### src/core/tcc_pkg.sv
// Constants and carriers for the timer capture/compare unit.
// Assumes a single 100 MHz core clock and an 8-bit special-function register port.
package tcc_pkg;

   // ==========================================================
   // Register addresses on the special-function register port.
   localparam logic [7:0] TCC_ADDR_EVENT_FLAGS = 8'hC8;
   localparam logic [7:0] TCC_ADDR_TIMER_CTRL = 8'hEA;
   localparam logic [7:0] TCC_ADDR_CAPT_EDGE = 8'hEB;
   localparam logic [7:0] TCC_ADDR_SET_EN = 8'hEE;
   localparam logic [7:0] TCC_ADDR_CLR_TGL_EN = 8'hEF;
   localparam logic [7:0] TCC_ADDR_CNT_LO = 8'hEC;
   localparam logic [7:0] TCC_ADDR_CNT_HI = 8'hED;
   localparam logic [7:0] TCC_ADDR_PORT4 = 8'hC0;
   // Compare n low byte sits at base + 2n, high byte at base + 2n + 1.
   localparam logic [7:0] TCC_ADDR_CMP_BASE = 8'hD1;
   // Capture n low byte sits at base + 2n, high byte at base + 2n + 1.
   localparam logic [7:0] TCC_ADDR_CAPT_BASE = 8'hA1;

   // ==========================================================
   // Field positions in the timer control register.
   localparam int TCC_TC_WIDE_SEL = 7;
   localparam int TCC_TC_BYTE_SEL = 6;
   localparam int TCC_TC_EXT_RST_EN = 5;
   localparam int TCC_TC_BYTE_FLAG = 4;
   localparam int TCC_TC_PRESC_LO = 2;
   localparam int TCC_TC_SRC_LO = 0;
   // Field positions in the event flag register.
   localparam int TCC_EF_WIDE_OVF = 7;
   localparam int TCC_EF_CMP_LO = 4;
   localparam int TCC_EF_CAPT_LO = 0;

   // ==========================================================
   // Reset values.
   localparam logic [7:0] TCC_RST_REG8 = 8'h00;
   localparam logic [15:0] TCC_RST_REG16 = 16'h0000;

   // ==========================================================
   // Timing: the internal count source is one twelfth of the oscillator.
   localparam int TCC_OSC_DIV = 12;
   localparam logic [3:0] TCC_OSC_DIV_LAST = 4'(TCC_OSC_DIV - 1);

   // Count source selection codes.
   typedef enum logic [1:0]
   {
      TCC_SRC_HALT = 2'b00,
      TCC_SRC_OSC12 = 2'b01,
      TCC_SRC_TEST = 2'b10,
      TCC_SRC_PIN = 2'b11
   } tcc_src_e;

   // Register read or write request from the core.
   typedef struct packed
   {
      logic wr;
      logic rd;
      logic [7:0] addr;
      logic [7:0] wdata;
   } tcc_sfr_req_s;

   // Pins that face the outside world.
   typedef struct packed
   {
      logic [3:0] capture_in;
      logic ext_counter_reset_in;
      logic ext_count_in;
   } tcc_pins_s;

endpackage : tcc_pkg

### src/core/tcc_unit.sv
// Timer capture/compare unit: 16-bit counter, four captures, three compares, port four.
// Assumes the core drives the register port synchronously to mclk_i; pins are asynchronous.
`timescale 1ns/10ps
// Functional notes
// - Prescaler divides the count source by 1, 2, 4 or 8 per code.
// - Source code 00 halts, 01 is oscillator/12, 11 is external pin rising edges.
// - Wide overflow requests interrupt only with control bit 7 set.
// - Byte overflow requests interrupt only with control bit 6 set.
// - Low byte overflow sets control bit 4.
// - External counter reset acts only while control bit 5 is set.
// - Capture control bit 2n+1 enables capture on falling edge of input n.
// - Capture control bit 2n enables rising edge; both bits give either edge.
// - Event flags: bit 7 wide overflow, 6..4 compares, 3..0 captures.
// - Interrupt enable and priority live outside this block.
// - Compare 0 match sets port bits 0..5 whose set-enable bit is high.
// - Set-enable bits 7 and 6 report next toggle direction of port bits 7 and 6.
// - Set-enable bits 7 and 6 are read only.
// - Compare 1 match clears port bits 0..5 whose clear-enable bit is high.
// - Compare 2 match sets port bits 7 and 6 whose toggle-enable bit is high to the inverse of set-enable bits 7 and 6.
// - Bits with clear/toggle-enable low ignore compare 1 and 2 matches.
// - Eight separate requests: four capture, three compare, one shared overflow.
// - Capture flags rise on selected edges whether or not the value is read.
// - Selected edge copies counter into capture register n and sets its flag.
// - Counter is not loadable; clears on reset or enabled external rising edge.
// - Prescaler clears when divider or source changes, or counter resets.
// - Hardware never clears flags; software clears them.
module tcc_unit
(
   // Clock and reset.
   input wire logic mclk_i,
   input wire logic rstn_i,
   // Special-function register port.
   input wire tcc_pkg::tcc_sfr_req_s sfr_req_i,
   output logic [7:0] sfr_rdata_o,
   // Pins.
   input wire tcc_pkg::tcc_pins_s pins_i,
   output logic [7:0] output_port_four_o,
   // Interrupt requests: [3:0] capture, [6:4] compare, [7] overflow.
   output logic [7:0] irq_o
);
   import tcc_pkg::*;
   // ==========================================================
   // Registers.
   logic [7:0] timer_control_q;
   logic [7:0] capture_edge_control_q;
   logic [7:0] timer_event_flags_q;
   logic [7:0] match_set_enable_q;
   logic [7:0] match_clear_toggle_enable_q;
   logic [7:0] port_q;
   logic [15:0] cnt_q;
   logic [15:0] cmp_q [3];
   logic [15:0] capt_q [4];
   logic [7:0] rdata_q;
   logic [3:0] osc_div_q;
   logic [2:0] presc_q;
   logic cnt_upd_q;
   // Synchronisers: stage one feeds stage two only; stage three holds history for edges.
   logic [5:0] sync1_q;
   logic [5:0] sync2_q;
   logic [5:0] sync3_q;
   logic wr_ctrl;
   logic src_tick;
   logic presc_tick;
   logic ext_rst;
   logic byte_ovf;
   logic wide_ovf;
   logic [3:0] capt_ev;
   logic [2:0] cmp_match;
   logic [2:0] presc_mask;
   tcc_src_e src;
   assign wr_ctrl = sfr_req_i.wr && (sfr_req_i.addr == TCC_ADDR_TIMER_CTRL);
   assign src = tcc_src_e'(timer_control_q[TCC_TC_SRC_LO +: 2]);
   // ==========================================================
   // Pin synchronisers, two flops before any logic looks.
   always_ff @(posedge mclk_i or negedge rstn_i)
   begin
      if (!rstn_i)
      begin
         {sync3_q, sync2_q, sync1_q} <= 18'h00000;
      end
      else
      begin
         {sync3_q, sync2_q, sync1_q} <= {sync2_q, sync1_q, pins_i};
      end
   end
   // ==========================================================
   // Count source: oscillator divided by twelve, or external pin rising edges.
   always_ff @(posedge mclk_i or negedge rstn_i)
   begin
      if (!rstn_i)
      begin
         osc_div_q <= 4'h0;
      end
      else
      begin
         osc_div_q <= (osc_div_q == TCC_OSC_DIV_LAST) ? 4'h0 : osc_div_q + 4'h1;
      end
   end
   always_comb
   begin
      case (src)
         TCC_SRC_OSC12: src_tick = (osc_div_q == TCC_OSC_DIV_LAST);
         TCC_SRC_PIN: src_tick = sync2_q[0] && !sync3_q[0];
         // Halt, and the test code which software must not use, never count.
         default: src_tick = 1'b0;
      endcase
   end
   assign ext_rst = timer_control_q[TCC_TC_EXT_RST_EN] && sync2_q[1] && !sync3_q[1];
   assign presc_mask = (3'h1 << timer_control_q[TCC_TC_PRESC_LO +: 2]) - 3'h1;
   assign presc_tick = src_tick && ((presc_q & presc_mask) == presc_mask);
   // Prescaler; a stale partial count would skew the first period after a change.
   always_ff @(posedge mclk_i or negedge rstn_i)
   begin
      if (!rstn_i)
      begin
         presc_q <= 3'h0;
      end
      else if (ext_rst || (wr_ctrl && (sfr_req_i.wdata[3:0] != timer_control_q[3:0])))
      begin
         presc_q <= 3'h0;
      end
      else if (src_tick)
      begin
         presc_q <= presc_q + 3'h1;
      end
   end
   // ==========================================================
   // Counter: no software load path, only reset and increment.
   assign byte_ovf = presc_tick && !ext_rst && (cnt_q[7:0] == 8'hFF);
   assign wide_ovf = presc_tick && !ext_rst && (cnt_q == 16'hFFFF);
   always_ff @(posedge mclk_i or negedge rstn_i)
   begin
      if (!rstn_i)
      begin
         cnt_q <= TCC_RST_REG16;
         cnt_upd_q <= 1'b0;
      end
      else
      begin
         cnt_q <= ext_rst ? TCC_RST_REG16 : cnt_q + 16'(presc_tick);
         cnt_upd_q <= ext_rst || presc_tick;
      end
   end
   // ==========================================================
   // Compare and capture channels.
   genvar gi;
   generate
      for (gi = 0; gi < 4; gi++)
      begin : g_chan
         assign capt_ev[gi] = (capture_edge_control_q[2 * gi] && sync2_q[2 + gi] && !sync3_q[2 + gi]) ||
                              (capture_edge_control_q[2 * gi + 1] && !sync2_q[2 + gi] && sync3_q[2 + gi]);
         always_ff @(posedge mclk_i or negedge rstn_i)
         begin
            if (!rstn_i)
            begin
               capt_q[gi] <= TCC_RST_REG16;
            end
            else if (capt_ev[gi])
            begin
               capt_q[gi] <= cnt_q;
            end
         end
         if (gi < 3)
         begin : g_cmp
            assign cmp_match[gi] = cnt_upd_q && (cnt_q == cmp_q[gi]);
            // Compare registers, byte-writable.
            always_ff @(posedge mclk_i or negedge rstn_i)
            begin
               if (!rstn_i)
               begin
                  cmp_q[gi] <= TCC_RST_REG16;
               end
               else if (sfr_req_i.wr && (sfr_req_i.addr == TCC_ADDR_CMP_BASE + 8'(2 * gi)))
               begin
                  cmp_q[gi][7:0] <= sfr_req_i.wdata;
               end
               else if (sfr_req_i.wr && (sfr_req_i.addr == TCC_ADDR_CMP_BASE + 8'(2 * gi + 1)))
               begin
                  cmp_q[gi][15:8] <= sfr_req_i.wdata;
               end
            end
         end
      end
   endgenerate
   // ==========================================================
   // Control registers written by software.
   always_ff @(posedge mclk_i or negedge rstn_i)
   begin
      if (!rstn_i)
      begin
         timer_control_q <= TCC_RST_REG8;
         capture_edge_control_q <= TCC_RST_REG8;
         match_clear_toggle_enable_q <= TCC_RST_REG8;
      end
      else
      begin
         if (wr_ctrl)
         begin
            timer_control_q <= sfr_req_i.wdata;
         end
         if (byte_ovf)
         begin
            timer_control_q[TCC_TC_BYTE_FLAG] <= 1'b1;
         end
         if (sfr_req_i.wr && (sfr_req_i.addr == TCC_ADDR_CAPT_EDGE))
         begin
            capture_edge_control_q <= sfr_req_i.wdata;
         end
         if (sfr_req_i.wr && (sfr_req_i.addr == TCC_ADDR_CLR_TGL_EN))
         begin
            match_clear_toggle_enable_q <= sfr_req_i.wdata;
         end
      end
   end
   // Event flags: software writes the value, hardware only sets.
   always_ff @(posedge mclk_i or negedge rstn_i)
   begin
      if (!rstn_i)
      begin
         timer_event_flags_q <= TCC_RST_REG8;
      end
      else
      begin
         timer_event_flags_q <= ((sfr_req_i.wr && (sfr_req_i.addr == TCC_ADDR_EVENT_FLAGS)) ?
                                sfr_req_i.wdata : timer_event_flags_q) |
                                {wide_ovf, cmp_match, capt_ev};
      end
   end
   // ==========================================================
   // Port four and the toggle-direction bits.
   always_ff @(posedge mclk_i or negedge rstn_i)
   begin
      if (!rstn_i)
      begin
         port_q <= TCC_RST_REG8;
         match_set_enable_q <= TCC_RST_REG8;
      end
      else
      begin
         if (sfr_req_i.wr && (sfr_req_i.addr == TCC_ADDR_SET_EN))
         begin
            match_set_enable_q[5:0] <= sfr_req_i.wdata[5:0];
         end
         // Software writes first; match actions below override the same cycle.
         if (sfr_req_i.wr && (sfr_req_i.addr == TCC_ADDR_PORT4))
         begin
            port_q <= sfr_req_i.wdata;
         end
         if (cmp_match[0])
         begin
            port_q[5:0] <= port_q[5:0] | match_set_enable_q[5:0];
         end
         if (cmp_match[1])
         begin
            port_q[5:0] <= (cmp_match[0] ? (port_q[5:0] | match_set_enable_q[5:0]) : port_q[5:0]) &
                           ~match_clear_toggle_enable_q[5:0];
         end
         if (cmp_match[2])
         begin
            for (int i = 6; i < 8; i++)
            begin
               if (match_clear_toggle_enable_q[i])
               begin
                  port_q[i] <= ~match_set_enable_q[i];
                  match_set_enable_q[i] <= ~match_set_enable_q[i];
               end
            end
         end
      end
   end
   // ==========================================================
   // Registered read mux; unmapped addresses read zero.
   always_ff @(posedge mclk_i or negedge rstn_i)
   begin
      if (!rstn_i)
      begin
         rdata_q <= TCC_RST_REG8;
      end
      else if (sfr_req_i.rd)
      begin
         case (sfr_req_i.addr)
            TCC_ADDR_EVENT_FLAGS: rdata_q <= timer_event_flags_q;
            TCC_ADDR_TIMER_CTRL: rdata_q <= timer_control_q;
            TCC_ADDR_CAPT_EDGE: rdata_q <= capture_edge_control_q;
            TCC_ADDR_SET_EN: rdata_q <= match_set_enable_q;
            TCC_ADDR_CLR_TGL_EN: rdata_q <= match_clear_toggle_enable_q;
            TCC_ADDR_PORT4: rdata_q <= port_q;
            // No shadow latch: a read across a low-byte carry can tear.
            TCC_ADDR_CNT_LO: rdata_q <= cnt_q[7:0];
            TCC_ADDR_CNT_HI: rdata_q <= cnt_q[15:8];
            TCC_ADDR_CMP_BASE: rdata_q <= cmp_q[0][7:0];
            TCC_ADDR_CMP_BASE + 8'h01: rdata_q <= cmp_q[0][15:8];
            TCC_ADDR_CMP_BASE + 8'h02: rdata_q <= cmp_q[1][7:0];
            TCC_ADDR_CMP_BASE + 8'h03: rdata_q <= cmp_q[1][15:8];
            TCC_ADDR_CMP_BASE + 8'h04: rdata_q <= cmp_q[2][7:0];
            TCC_ADDR_CMP_BASE + 8'h05: rdata_q <= cmp_q[2][15:8];
            TCC_ADDR_CAPT_BASE: rdata_q <= capt_q[0][7:0];
            TCC_ADDR_CAPT_BASE + 8'h01: rdata_q <= capt_q[0][15:8];
            TCC_ADDR_CAPT_BASE + 8'h02: rdata_q <= capt_q[1][7:0];
            TCC_ADDR_CAPT_BASE + 8'h03: rdata_q <= capt_q[1][15:8];
            TCC_ADDR_CAPT_BASE + 8'h04: rdata_q <= capt_q[2][7:0];
            TCC_ADDR_CAPT_BASE + 8'h05: rdata_q <= capt_q[2][15:8];
            TCC_ADDR_CAPT_BASE + 8'h06: rdata_q <= capt_q[3][7:0];
            TCC_ADDR_CAPT_BASE + 8'h07: rdata_q <= capt_q[3][15:8];
            default: rdata_q <= 8'h00;
         endcase
      end
   end
   // ==========================================================
   // Outputs; enabling and priority of the requests are applied elsewhere.
   assign sfr_rdata_o = rdata_q;
   assign output_port_four_o = port_q;
   assign irq_o[6:0] = timer_event_flags_q[6:0];
   assign irq_o[7] = (timer_event_flags_q[TCC_EF_WIDE_OVF] && timer_control_q[TCC_TC_WIDE_SEL]) ||
                     (timer_control_q[TCC_TC_BYTE_FLAG] && timer_control_q[TCC_TC_BYTE_SEL]);
endmodule : tcc_unit

### config.mk
export PLATFORM = sky130hd
export DESIGN_NAME = tcc_unit
export DESIGN_NICKNAME = d
export VERILOG_FILES = /design/src/core/tcc_pkg.sv /design/src/core/tcc_unit.sv
export SDC_FILE = /design/constraint.sdc
export NUM_CORES = 1
export LEC_CHECK = 0
export BUFFER_PORTS_ARGS = -buffer_cell sky130_fd_sc_hd__buf_2
export CAP_MARGIN = 20
export CORE_AREA = 2 2 160 162
export CTS_BUF_LIST = sky130_fd_sc_hd__clkbuf_16
export CTS_CLUSTER_SIZE = 20
export DETAILED_ROUTE_END_ITERATION = 10
export DIE_AREA = 0 0 162 164
export PLACE_DENSITY_LB_ADDON = 0.2
export SETUP_SLACK_MARGIN = 0.2
export SYNTH_ARGS = -nofsm -noshare
export SYNTH_HDL_FRONTEND = slang
export SYNTH_SLANG_ARGS = --single-unit
export TNS_END_PERCENT = 1
### constraint.sdc
create_clock -name mclk_i -period 3.2 [get_ports mclk_i]
set_input_delay 0.64 -clock mclk_i [delete_from_list [all_inputs] [get_ports mclk_i]]
set_output_delay 0.64 -clock mclk_i [all_outputs]
set_load 0.02 [all_outputs]
Yosys cells after proc, flatten, opt, wreduce, memory -nomap -nowiden
Index checks and enable logic that the tools add are counted.

storage, ports and cells
  memories = 0
  bits in read-only memories = 0
  output and inout port bits = 24
  logic and storage cells = 158
  latch bits = 0
  flip-flop bits (word level) = 210
  bits in writable memories = 0

operators by class
  mux-type cells = 16
  bitwise logic cells = 10
  add/sub/neg operators = 4
  equality and inequality tests = 32
  divide/modulo/power cells = 0
  reduce and logical (&&, ||, !) cells = 67
  multipliers = 0
  shifts and indexed selects = 1
  order comparisons = 0

operator list
  cell                    number
  $eq A8 B8 Y1 const B    23
  $pmux W8 S22            1
  $eq A16 B16 Y1          3
  $logic_and A1 B1 Y1     41
  $mux W6                 3
  $add A16 B1 Y16         1
  $eq A16 B16 Y1 const B  1
  $mux W16                1
  $mux W8                 2
  $logic_not A1 Y1        11
  $reduce_and A2 Y1       5
  $or A8 B8 Y8            1
  $logic_or A1 B1 Y1      7
  $and A6 B6 Y6           1
  $mux W3                 2
  $not A6 Y6              1
  $or A6 B6 Y6            1
  $mux W5                 1
  $not A1 Y1              5
  $add A4 B1 Y4 const B   1
  $eq A4 B4 Y1 const B    1
  $mux W4                 1
  $ne A4 B4 Y1            1
  $reduce_bool A2 Y1      2
  11 further kinds        13

Logic depth before layout (Yosys ltp)
Gate-level depths: netlist (run 1).

  depth in word-level cells = 8
  gate-level depth with buffers = 11
  depth with buffers taken out = 11

Worst setup path before layout (run 1)
Ideal clock, no wire load.

  kind = register -> register
  start = register osc_div_q[0]
  end = register cnt_q[15]
  clock period less this slack = 2454 ps
  setup time = 78 ps
  slack = 746 ps
  stages on the path, launching flop included = 11
  arrival time = 2376 ps
  cell sequence = dfrtp_1 ha_1 nand2_1 o32ai_1 nand2_1 a221oi_1 ha_1 clkbuf_1 nand3_1 or3_1 a21oi_1

on the way
  cells in the longest elaborated chain, start to end = 5

ends and longest elaborated chain
  element                   RTL line         source
  start: declaration        tcc_unit.sv:54   logic [3:0] osc_div_q;
  start signal: assignment  tcc_unit.sv:96   osc_div_q <= (osc_div_q == TCC_OSC_DIV_LAST) ? 4'h0 : osc_div_q + 4'h1;
  $eq A4 B4 Y1              tcc_unit.sv:102  TCC_SRC_OSC12: src_tick = (osc_div_q == TCC_OSC_DIV_LAST);
  $pmux W1 S2               tcc_unit.sv:101  case (src)
  $logic_and A1 B1 Y1       tcc_unit.sv:110  assign presc_tick = src_tick && ((presc_q & presc_mask) == presc_mask);
  $add A16 B1 Y16           tcc_unit.sv:140  cnt_q <= ext_rst ? TCC_RST_REG16 : cnt_q + 16'(presc_tick);
  $mux W16                  tcc_unit.sv:140
  end signal: assignment    tcc_unit.sv:140
  end: declaration          tcc_unit.sv:50   logic [15:0] cnt_q;

No other way between the ends.
A chain may end at the register's enable or synchronous reset.

Worst setup path in the final report (run 1)
  start = register osc_div_q[0]
  end = register cnt_q[14]

The elaborated chain is that of the path after synthesis.

==> impl_metrics.py, run 1 <==
metrics = {
    "critical_path": {
        "cp_max_fo": 5,
        "critical_path_arrival_ps": 3180,
        "path_class": "register to register",
        "required_ps": 3690,
        "start_kind": "register",
        "critPathCaptureType": "register",
    },
    "clock_network": {
        "cts_root_buf": "clkbuf_16",
        "cts.sinks": 210,
        "cts_resized": 0,
        "cts_setup_buffers": 0,
        "cts_buffers": 24,
        "cts_tree": "built",
        "clk_latency_ps": 560,
        "cts_hold_buf": 0,
        "clkTransAtPathRegs_ps": 60,
        "clk_path_buf_depth": 3,
        "htree_levels": 1,
    },
    "timing": {
        "worst_slew_margin_rel_pct": 44.2,
        "fin_crit_ps": 2690,
        "finalHoldViolations": 0,
        "finalSetupViolCount": 0,
        "tightest_slew_ps": 837,
        "skew_ps": 30.4,
        "rsz0062_at_grt": "false",
        "drv_slew": 0,
        "fmax_mhz": 371,
        "setup_tns_ps": 0,
        "post-route-period-util_pct": 84.2,
    },
    "power_and_ir_drop": {
        "vdd_ir_drop_max_mv": 0.406,
        "p_leak_uw": 0.00575,
        "powerDensity_mw_per_mm2": 518,
    },
    "global_route": {
        "grt-ovfl-total": 0,
        "antenna_found_initial": 0,
        "grt_max_degree": 93,
        "track_usage_pct": 30.1,
        "grt_pass1_vias": 8226,
        "grt_pass1_wl_mm": 57.9,
    },
    "synth": {
        "syn_nets": 998,
        "synth_seq_area_share_pct": 48.6,
        "synth_cell_types": 70,
        "synth-seq-cells": 210,
        "synth_top_area_cell": "dfrtp_1",
        "synth_top_area_share_pct": 48.6,
        "syn_area_mm2": 0.0108,
        "synthFlopType": "dfrtp_1",
        "avgSynthCellArea_um2": 11.2,
        "async_flop_share_pct": 100,
        "synth_edf_count": 0,
        "syn_inst": 968,
        "yosys-top-cells-area": "dfrtp_1, mux2_2, xnor2_1",
        "synth_warnings": 0,
    },
    "detailed_routing": {
        "avgRoutedWirePerCell_um": 28.9,
        "drtPass1Iterations": 6,
        "drc": 0,
        "vias_per_cell": 6.17,
        "ant_nets": 0,
        "num_vias": 8511,
        "drt_iter0_drc": 940,
        "drt-total-wl_mm": 39.9,
    },
    "layout": {
        "final_cell_mix": "dfrtp_1, mux2_2, nor2_1",
        "fillers": 2337,
        "syn2layout_area_growth_pct": 14.8,
        "final_nets": 1062,
        "final_common_cell": "dfrtp_1",
        "post_route_cells_drive_above_1_share_pct": 30.2,
        "final_cell_area_mm2": 0.0124,
    },
    "place": {
        "placedInstanceArea_mm2": 0.0117,
        "routabilityCongestion": 1.05,
        "port_buffers": 49,
        "dpl.hpwl_mm": 29.5,
    },
    "die": {
        "fp.dieW_um": 162,
        "fp.dieArea_mm2": 0.0266,
        "core_mm2": 0.0248,
        "row_count": 58,
        "die_h_um": 164,
        "num_io_pins": 50,
        "start_util_pct": 43.5,
    },
    "run_status": {
        "status": "finished, final reports clean",
    },
    "min_path": {
        "min_path_type": "primary input to asynchronous set/reset pin",
    },
    "flow_run": {
        "drv_cap": 0,
    },
}
final cells by class:
| cell class | instances | area (µm²) | share of cell area (%) |
|---|---|---|---|
| Sequential cell | 210 | 5260 | 42.4 |
| Timing Repair Buffer | 113 | 761 | 6.13 |
| Antenna cell | 1 | 2.50 | 0.0202 |
| Clock inverter | 18 | 144 | 1.16 |
| Inverter | 6 | 22.5 | 0.182 |
| Clock buffer | 24 | 601 | 4.84 |
| Tap cell | 330 | 413 | 3.33 |
| Multi-Input combinational cell | 677 | 5210 | 42.0 |
kinds of logic (layout without fill, tap and decap cells):
kind of cell	after synthesis	count (layout)	synth area share [%]
AO/OA/AOI/OAI	156	156	10.6
XOR/XNOR	71	71	5.75
adder cells (fa/ha/maj)	4	4	0.463
buffers and inverters	81	161	3.43
flip-flops	210	210	48.6
multiplexers	173	173	17.7
other	0	1	0
AND/OR/NAND/NOR	273	273	13.3
worst max-delay path, cell delays in order, from the launching register on:
cell,delay (ps)
dfrtp_1,360
ha_1,210
nand2_1,90
o32ai_1,330
nand2_1,170
a221oi_1,280
buf_4,210
ha_1,190
nand2_1,100
nor2_2,260
nand3_1,140
xor2_1,180
nor2_1,110
layer usage:
layer	wire length [µm]	up-vias	GRT usage, %
li1	-	3676	-
met1	17700	4345	43.7
met2	17900	408	47.2
met3	2780	82	3.61
met4	1500	0	9.81
met5	0	-	0
stage by stage:
| stage | worst slack (ps) | instances | total power [µW] | util, % | hold WS [ps] |
|---|---|---|---|---|---|
| global route | 222 | 1378 | 6650 | 50.0 | 145 |
| global placement | 386 | 1336 | 3830 | 47.0 | 331 |
| floorplan | 746 | 968 | 3480 | - | 331 |
| CTS | 354 | 1378 | 6450 | 50.0 | 122 |
| finish | 505 | 1379 | 6430 | 50.0 | 79.6 |
| detailed placement | 369 | 1336 | 3850 | 47.0 | 335 |
worst paths after layout:
kind / startpoint / end / slack [ps] / cells past startpoint
hold / removal: rstn_i / cnt_q[11] / 80 / 1
setup / recovery: osc_div_q[0] / cnt_q[14] / 510 / 12
min in group mclk_i: pins_i[1] / sync1_q[1] / 190 / 1
hold reg to reg: sync1_q[2] / sync2_q[2] / 340 / 0
setup reg to reg: osc_div_q[0] / cnt_q[14] / 510 / 12
max in group asynchronous: rstn_i / cmp_q[16] / 2240 / 2
registers in the layout, summed over array words and instances (netlist names), 4 cells and up:
name,cells
capt_q,64
capture_edge_control_q,8
cmp_q,48
cnt_q,16
match_clear_toggle_enable_q,8
match_set_enable_q,8
osc_div_q,4
output_port_four_o,8
sfr_rdata_o,8
sync1_q,6
sync2_q,6
sync3_q,6
timer_control_q,8
timer_event_flags_q,8
synth_stat cells (8+ instances only):
library cell and instances:
and3_1 12, nor4_1 9, nand4_1 17, nor3_1 12, o21ai_0 20, xor2_1 26
buf_2 20, o2bb2ai_1 8, a32oi_1 11, nor2_1 68, a22o_1 8, nor2b_1 13
clkbuf_1 42, xnor2_1 45, a21oi_1 19, a22oi_1 18, dfrtp_1 210, mux2i_1 24
mux2_2 149, nand3_1 52, nand2_1 46, a31oi_1 12
report_power, final:
group          switching (µW)  leakage (µW)  total, µW  internal (µW)
Combinational             486       0.00257        795            309
Sequential                218       0.00280       3020           2800
Clock                    1160      0.000382       2610           1450
(Power assumes the default switching activity.)
==> inputs of run 2 (changes only) <==
Clock period 3.2 ns to 2.6 ns, I/O delays scaled along.
==> impl_metrics.py, run 2 (synthesis gave the netlist of run 1 again) <==
metrics = {
    "die": {
        "core_mm2": 0.0248,
        "num_io_pins": 50,
        "row_count": 58,
        "fp.dieArea_mm2": 0.0266,
        "die_h_um": 164,
        "fp.dieW_um": 162,
        "start_util_pct": 43.5,
    },
    "timing": {
        "skew_ps": 20.7,
        "fin_crit_ps": 2320,
        "setup_tns_ps": 0,
        "finalHoldViolations": 0,
        "post-route-period-util_pct": 89.2,
        "drv_slew": 0,
        "fmax_mhz": 431,
        "worst_slew_margin_rel_pct": 50.1,
        "tightest_slew_ps": 749,
        "finalSetupViolCount": 0,
        "hold-worst-slack_ps": 112,
        "rsz0062_at_grt": "true",
    },
    "critical_path": {
        "critPathTopFamily": "simple AND/OR/NAND/NOR gates",
        "critPathLaunch": "osc_div_q[0]",
        "reg2reg_from": "osc_div_q[0]",
        "slowest_stage": "or3_4",
        "required_ps": 3050,
        "critPathCaptureType": "register",
        "slowest_delay_ps": 390,
        "start_kind": "register",
        "crit_chain": "ha_2 -> nand2_2 -> o32ai_2 -> nand2_1 -> a221oi_2 -> buf_4 -> buf_6 -> ha_4 -> nand3_1 -> or3_4 -> a21oi_2",
        "crit_buf_inv": 2,
        "path_class": "register to register",
        "critical_path_arrival_ps": 2770,
        "cp_max_fo": 3,
    },
    "detailed_routing": {
        "drt-total-wl_mm": 40.9,
        "drc": 0,
        "drt_iter0_drc": 879,
        "drtPass1Iterations": 5,
        "num_vias": 8762,
        "avgRoutedWirePerCell_um": 28.7,
        "vias_per_cell": 6.15,
        "ant_nets": 0,
    },
    "clock_network": {
        "cts_root_buf": "clkbuf_16",
        "clk_latency_ps": 530,
        "cts_tree": "built",
        "clkTransAtPathRegs_ps": 60,
        "cts.sinks": 210,
        "cts_buffers": 25,
        "clk_path_buf_depth": 3,
        "htree_levels": 1,
    },
    "place": {
        "port_buffers": 49,
        "placedInstanceArea_mm2": 0.0120,
        "dpl.hpwl_mm": 30.5,
        "routabilityCongestion": 0.997,
    },
    "layout": {
        "regMostFlops": "capt_q",
        "final_common_cell": "dfrtp_1",
        "syn2layout_area_growth_pct": 19.1,
        "final_cell_area_mm2": 0.0129,
        "final_cell_mix": "dfrtp_1, mux2_2, buf_4",
        "top_regs": "capt_q: 64 flops, cmp_q: 48 flops, cnt_q: 16 flops",
        "final_nets": 1107,
        "fillers": 2261,
        "largest_reg_flops": 64,
        "post_route_cells_drive_above_1_share_pct": 33.9,
    },
    "power_and_ir_drop": {
        "powerDensity_mw_per_mm2": 622,
        "p_leak_uw": 0.00599,
        "vdd_ir_drop_max_mv": 0.526,
    },
    "min_path": {
        "min_path_type": "primary input to register",
        "hp-start": "pins_i[2]",
    },
    "run_status": {
        "status": "finished, final reports clean",
    },
    "global_route": {
        "track_usage_pct": 31.4,
        "grt_pass1_vias": 8689,
        "antenna_found_initial": 1,
        "grt_max_degree": 59,
        "grt_pass1_wl_mm": 60.3,
        "grt-ovfl-total": 0,
    },
    "flow_run": {
        "drv_cap": 0,
    },
}
## run 2: layout make-up
| type | instances | area (µm²) | area share (%) |
|---|---|---|---|
| antenna | 1 | 2.50 | 0.0194 |
| clock buffer | 25 | 626 | 4.86 |
| clock inverter | 18 | 131 | 1.02 |
| inverter | 6 | 22.5 | 0.175 |
| multi-input combinational | 677 | 5270 | 41.0 |
| sequential | 210 | 5260 | 40.8 |
| tap | 330 | 413 | 3.21 |
| timing repair buffer | 157 | 1150 | 8.90 |
## run 2: report_power, final
part           total (µW)  internal (µW)  switching (µW)
Combinational        1030            401             627
Sequential           3680           3450             236
Clock                3300           1930            1370
Total                8010           5770            2240
## run 2: per-layer routing
layer,global-route usage [%],wire (µm),up-vias
met5,0,0,-
met4,10.5,1560,0
met3,4.17,2580,97
met2,49.6,18500,356
met1,44.9,18300,4540
li1,-,-,3769
## run 2: path summary, 6_finish.rpt
| check | to | slack [ps] | cells after the start |
|---|---|---|---|
| worst max-delay path | cnt_q[15] | 280 | 11 |
| worst min-delay path | sync1_q[2] | 110 | 1 |
| worst max register to register | cnt_q[15] | 280 | 11 |
| worst min register to register | sync2_q[5] | 350 | 0 |
| max in group asynchronous | match_clear_toggle_enable_q[0] | 1430 | 3 |
| min in group asynchronous | cnt_q[14] | 500 | 2 |
## run 2: metrics by stage
step           utilization [%]  power [µW]  setup slack [ps]  instances
2_1_floorplan                -        4290               266        968
3_3_place_gp              48.3        4740               116       1375
3_5_place_dp              48.4        4750              97.3       1376
4_1_cts                   51.5        8070               247       1420
5_1_grt                   51.9        8310               118       1423
6_report                  51.9        8010               280       1424
## run 2: repair_timing
| action | in CTS | in global routing |
|---|---|---|
| hold endpoints to repair | 42 | 0 |
| hold buffers | 1 | 0 |
| setup buffers | 0 | 3 |
| endpoints found under the setup margin | 2 | 16 |
| pin swaps | 0 | 7 |
| resized for setup | 1 | 15 |
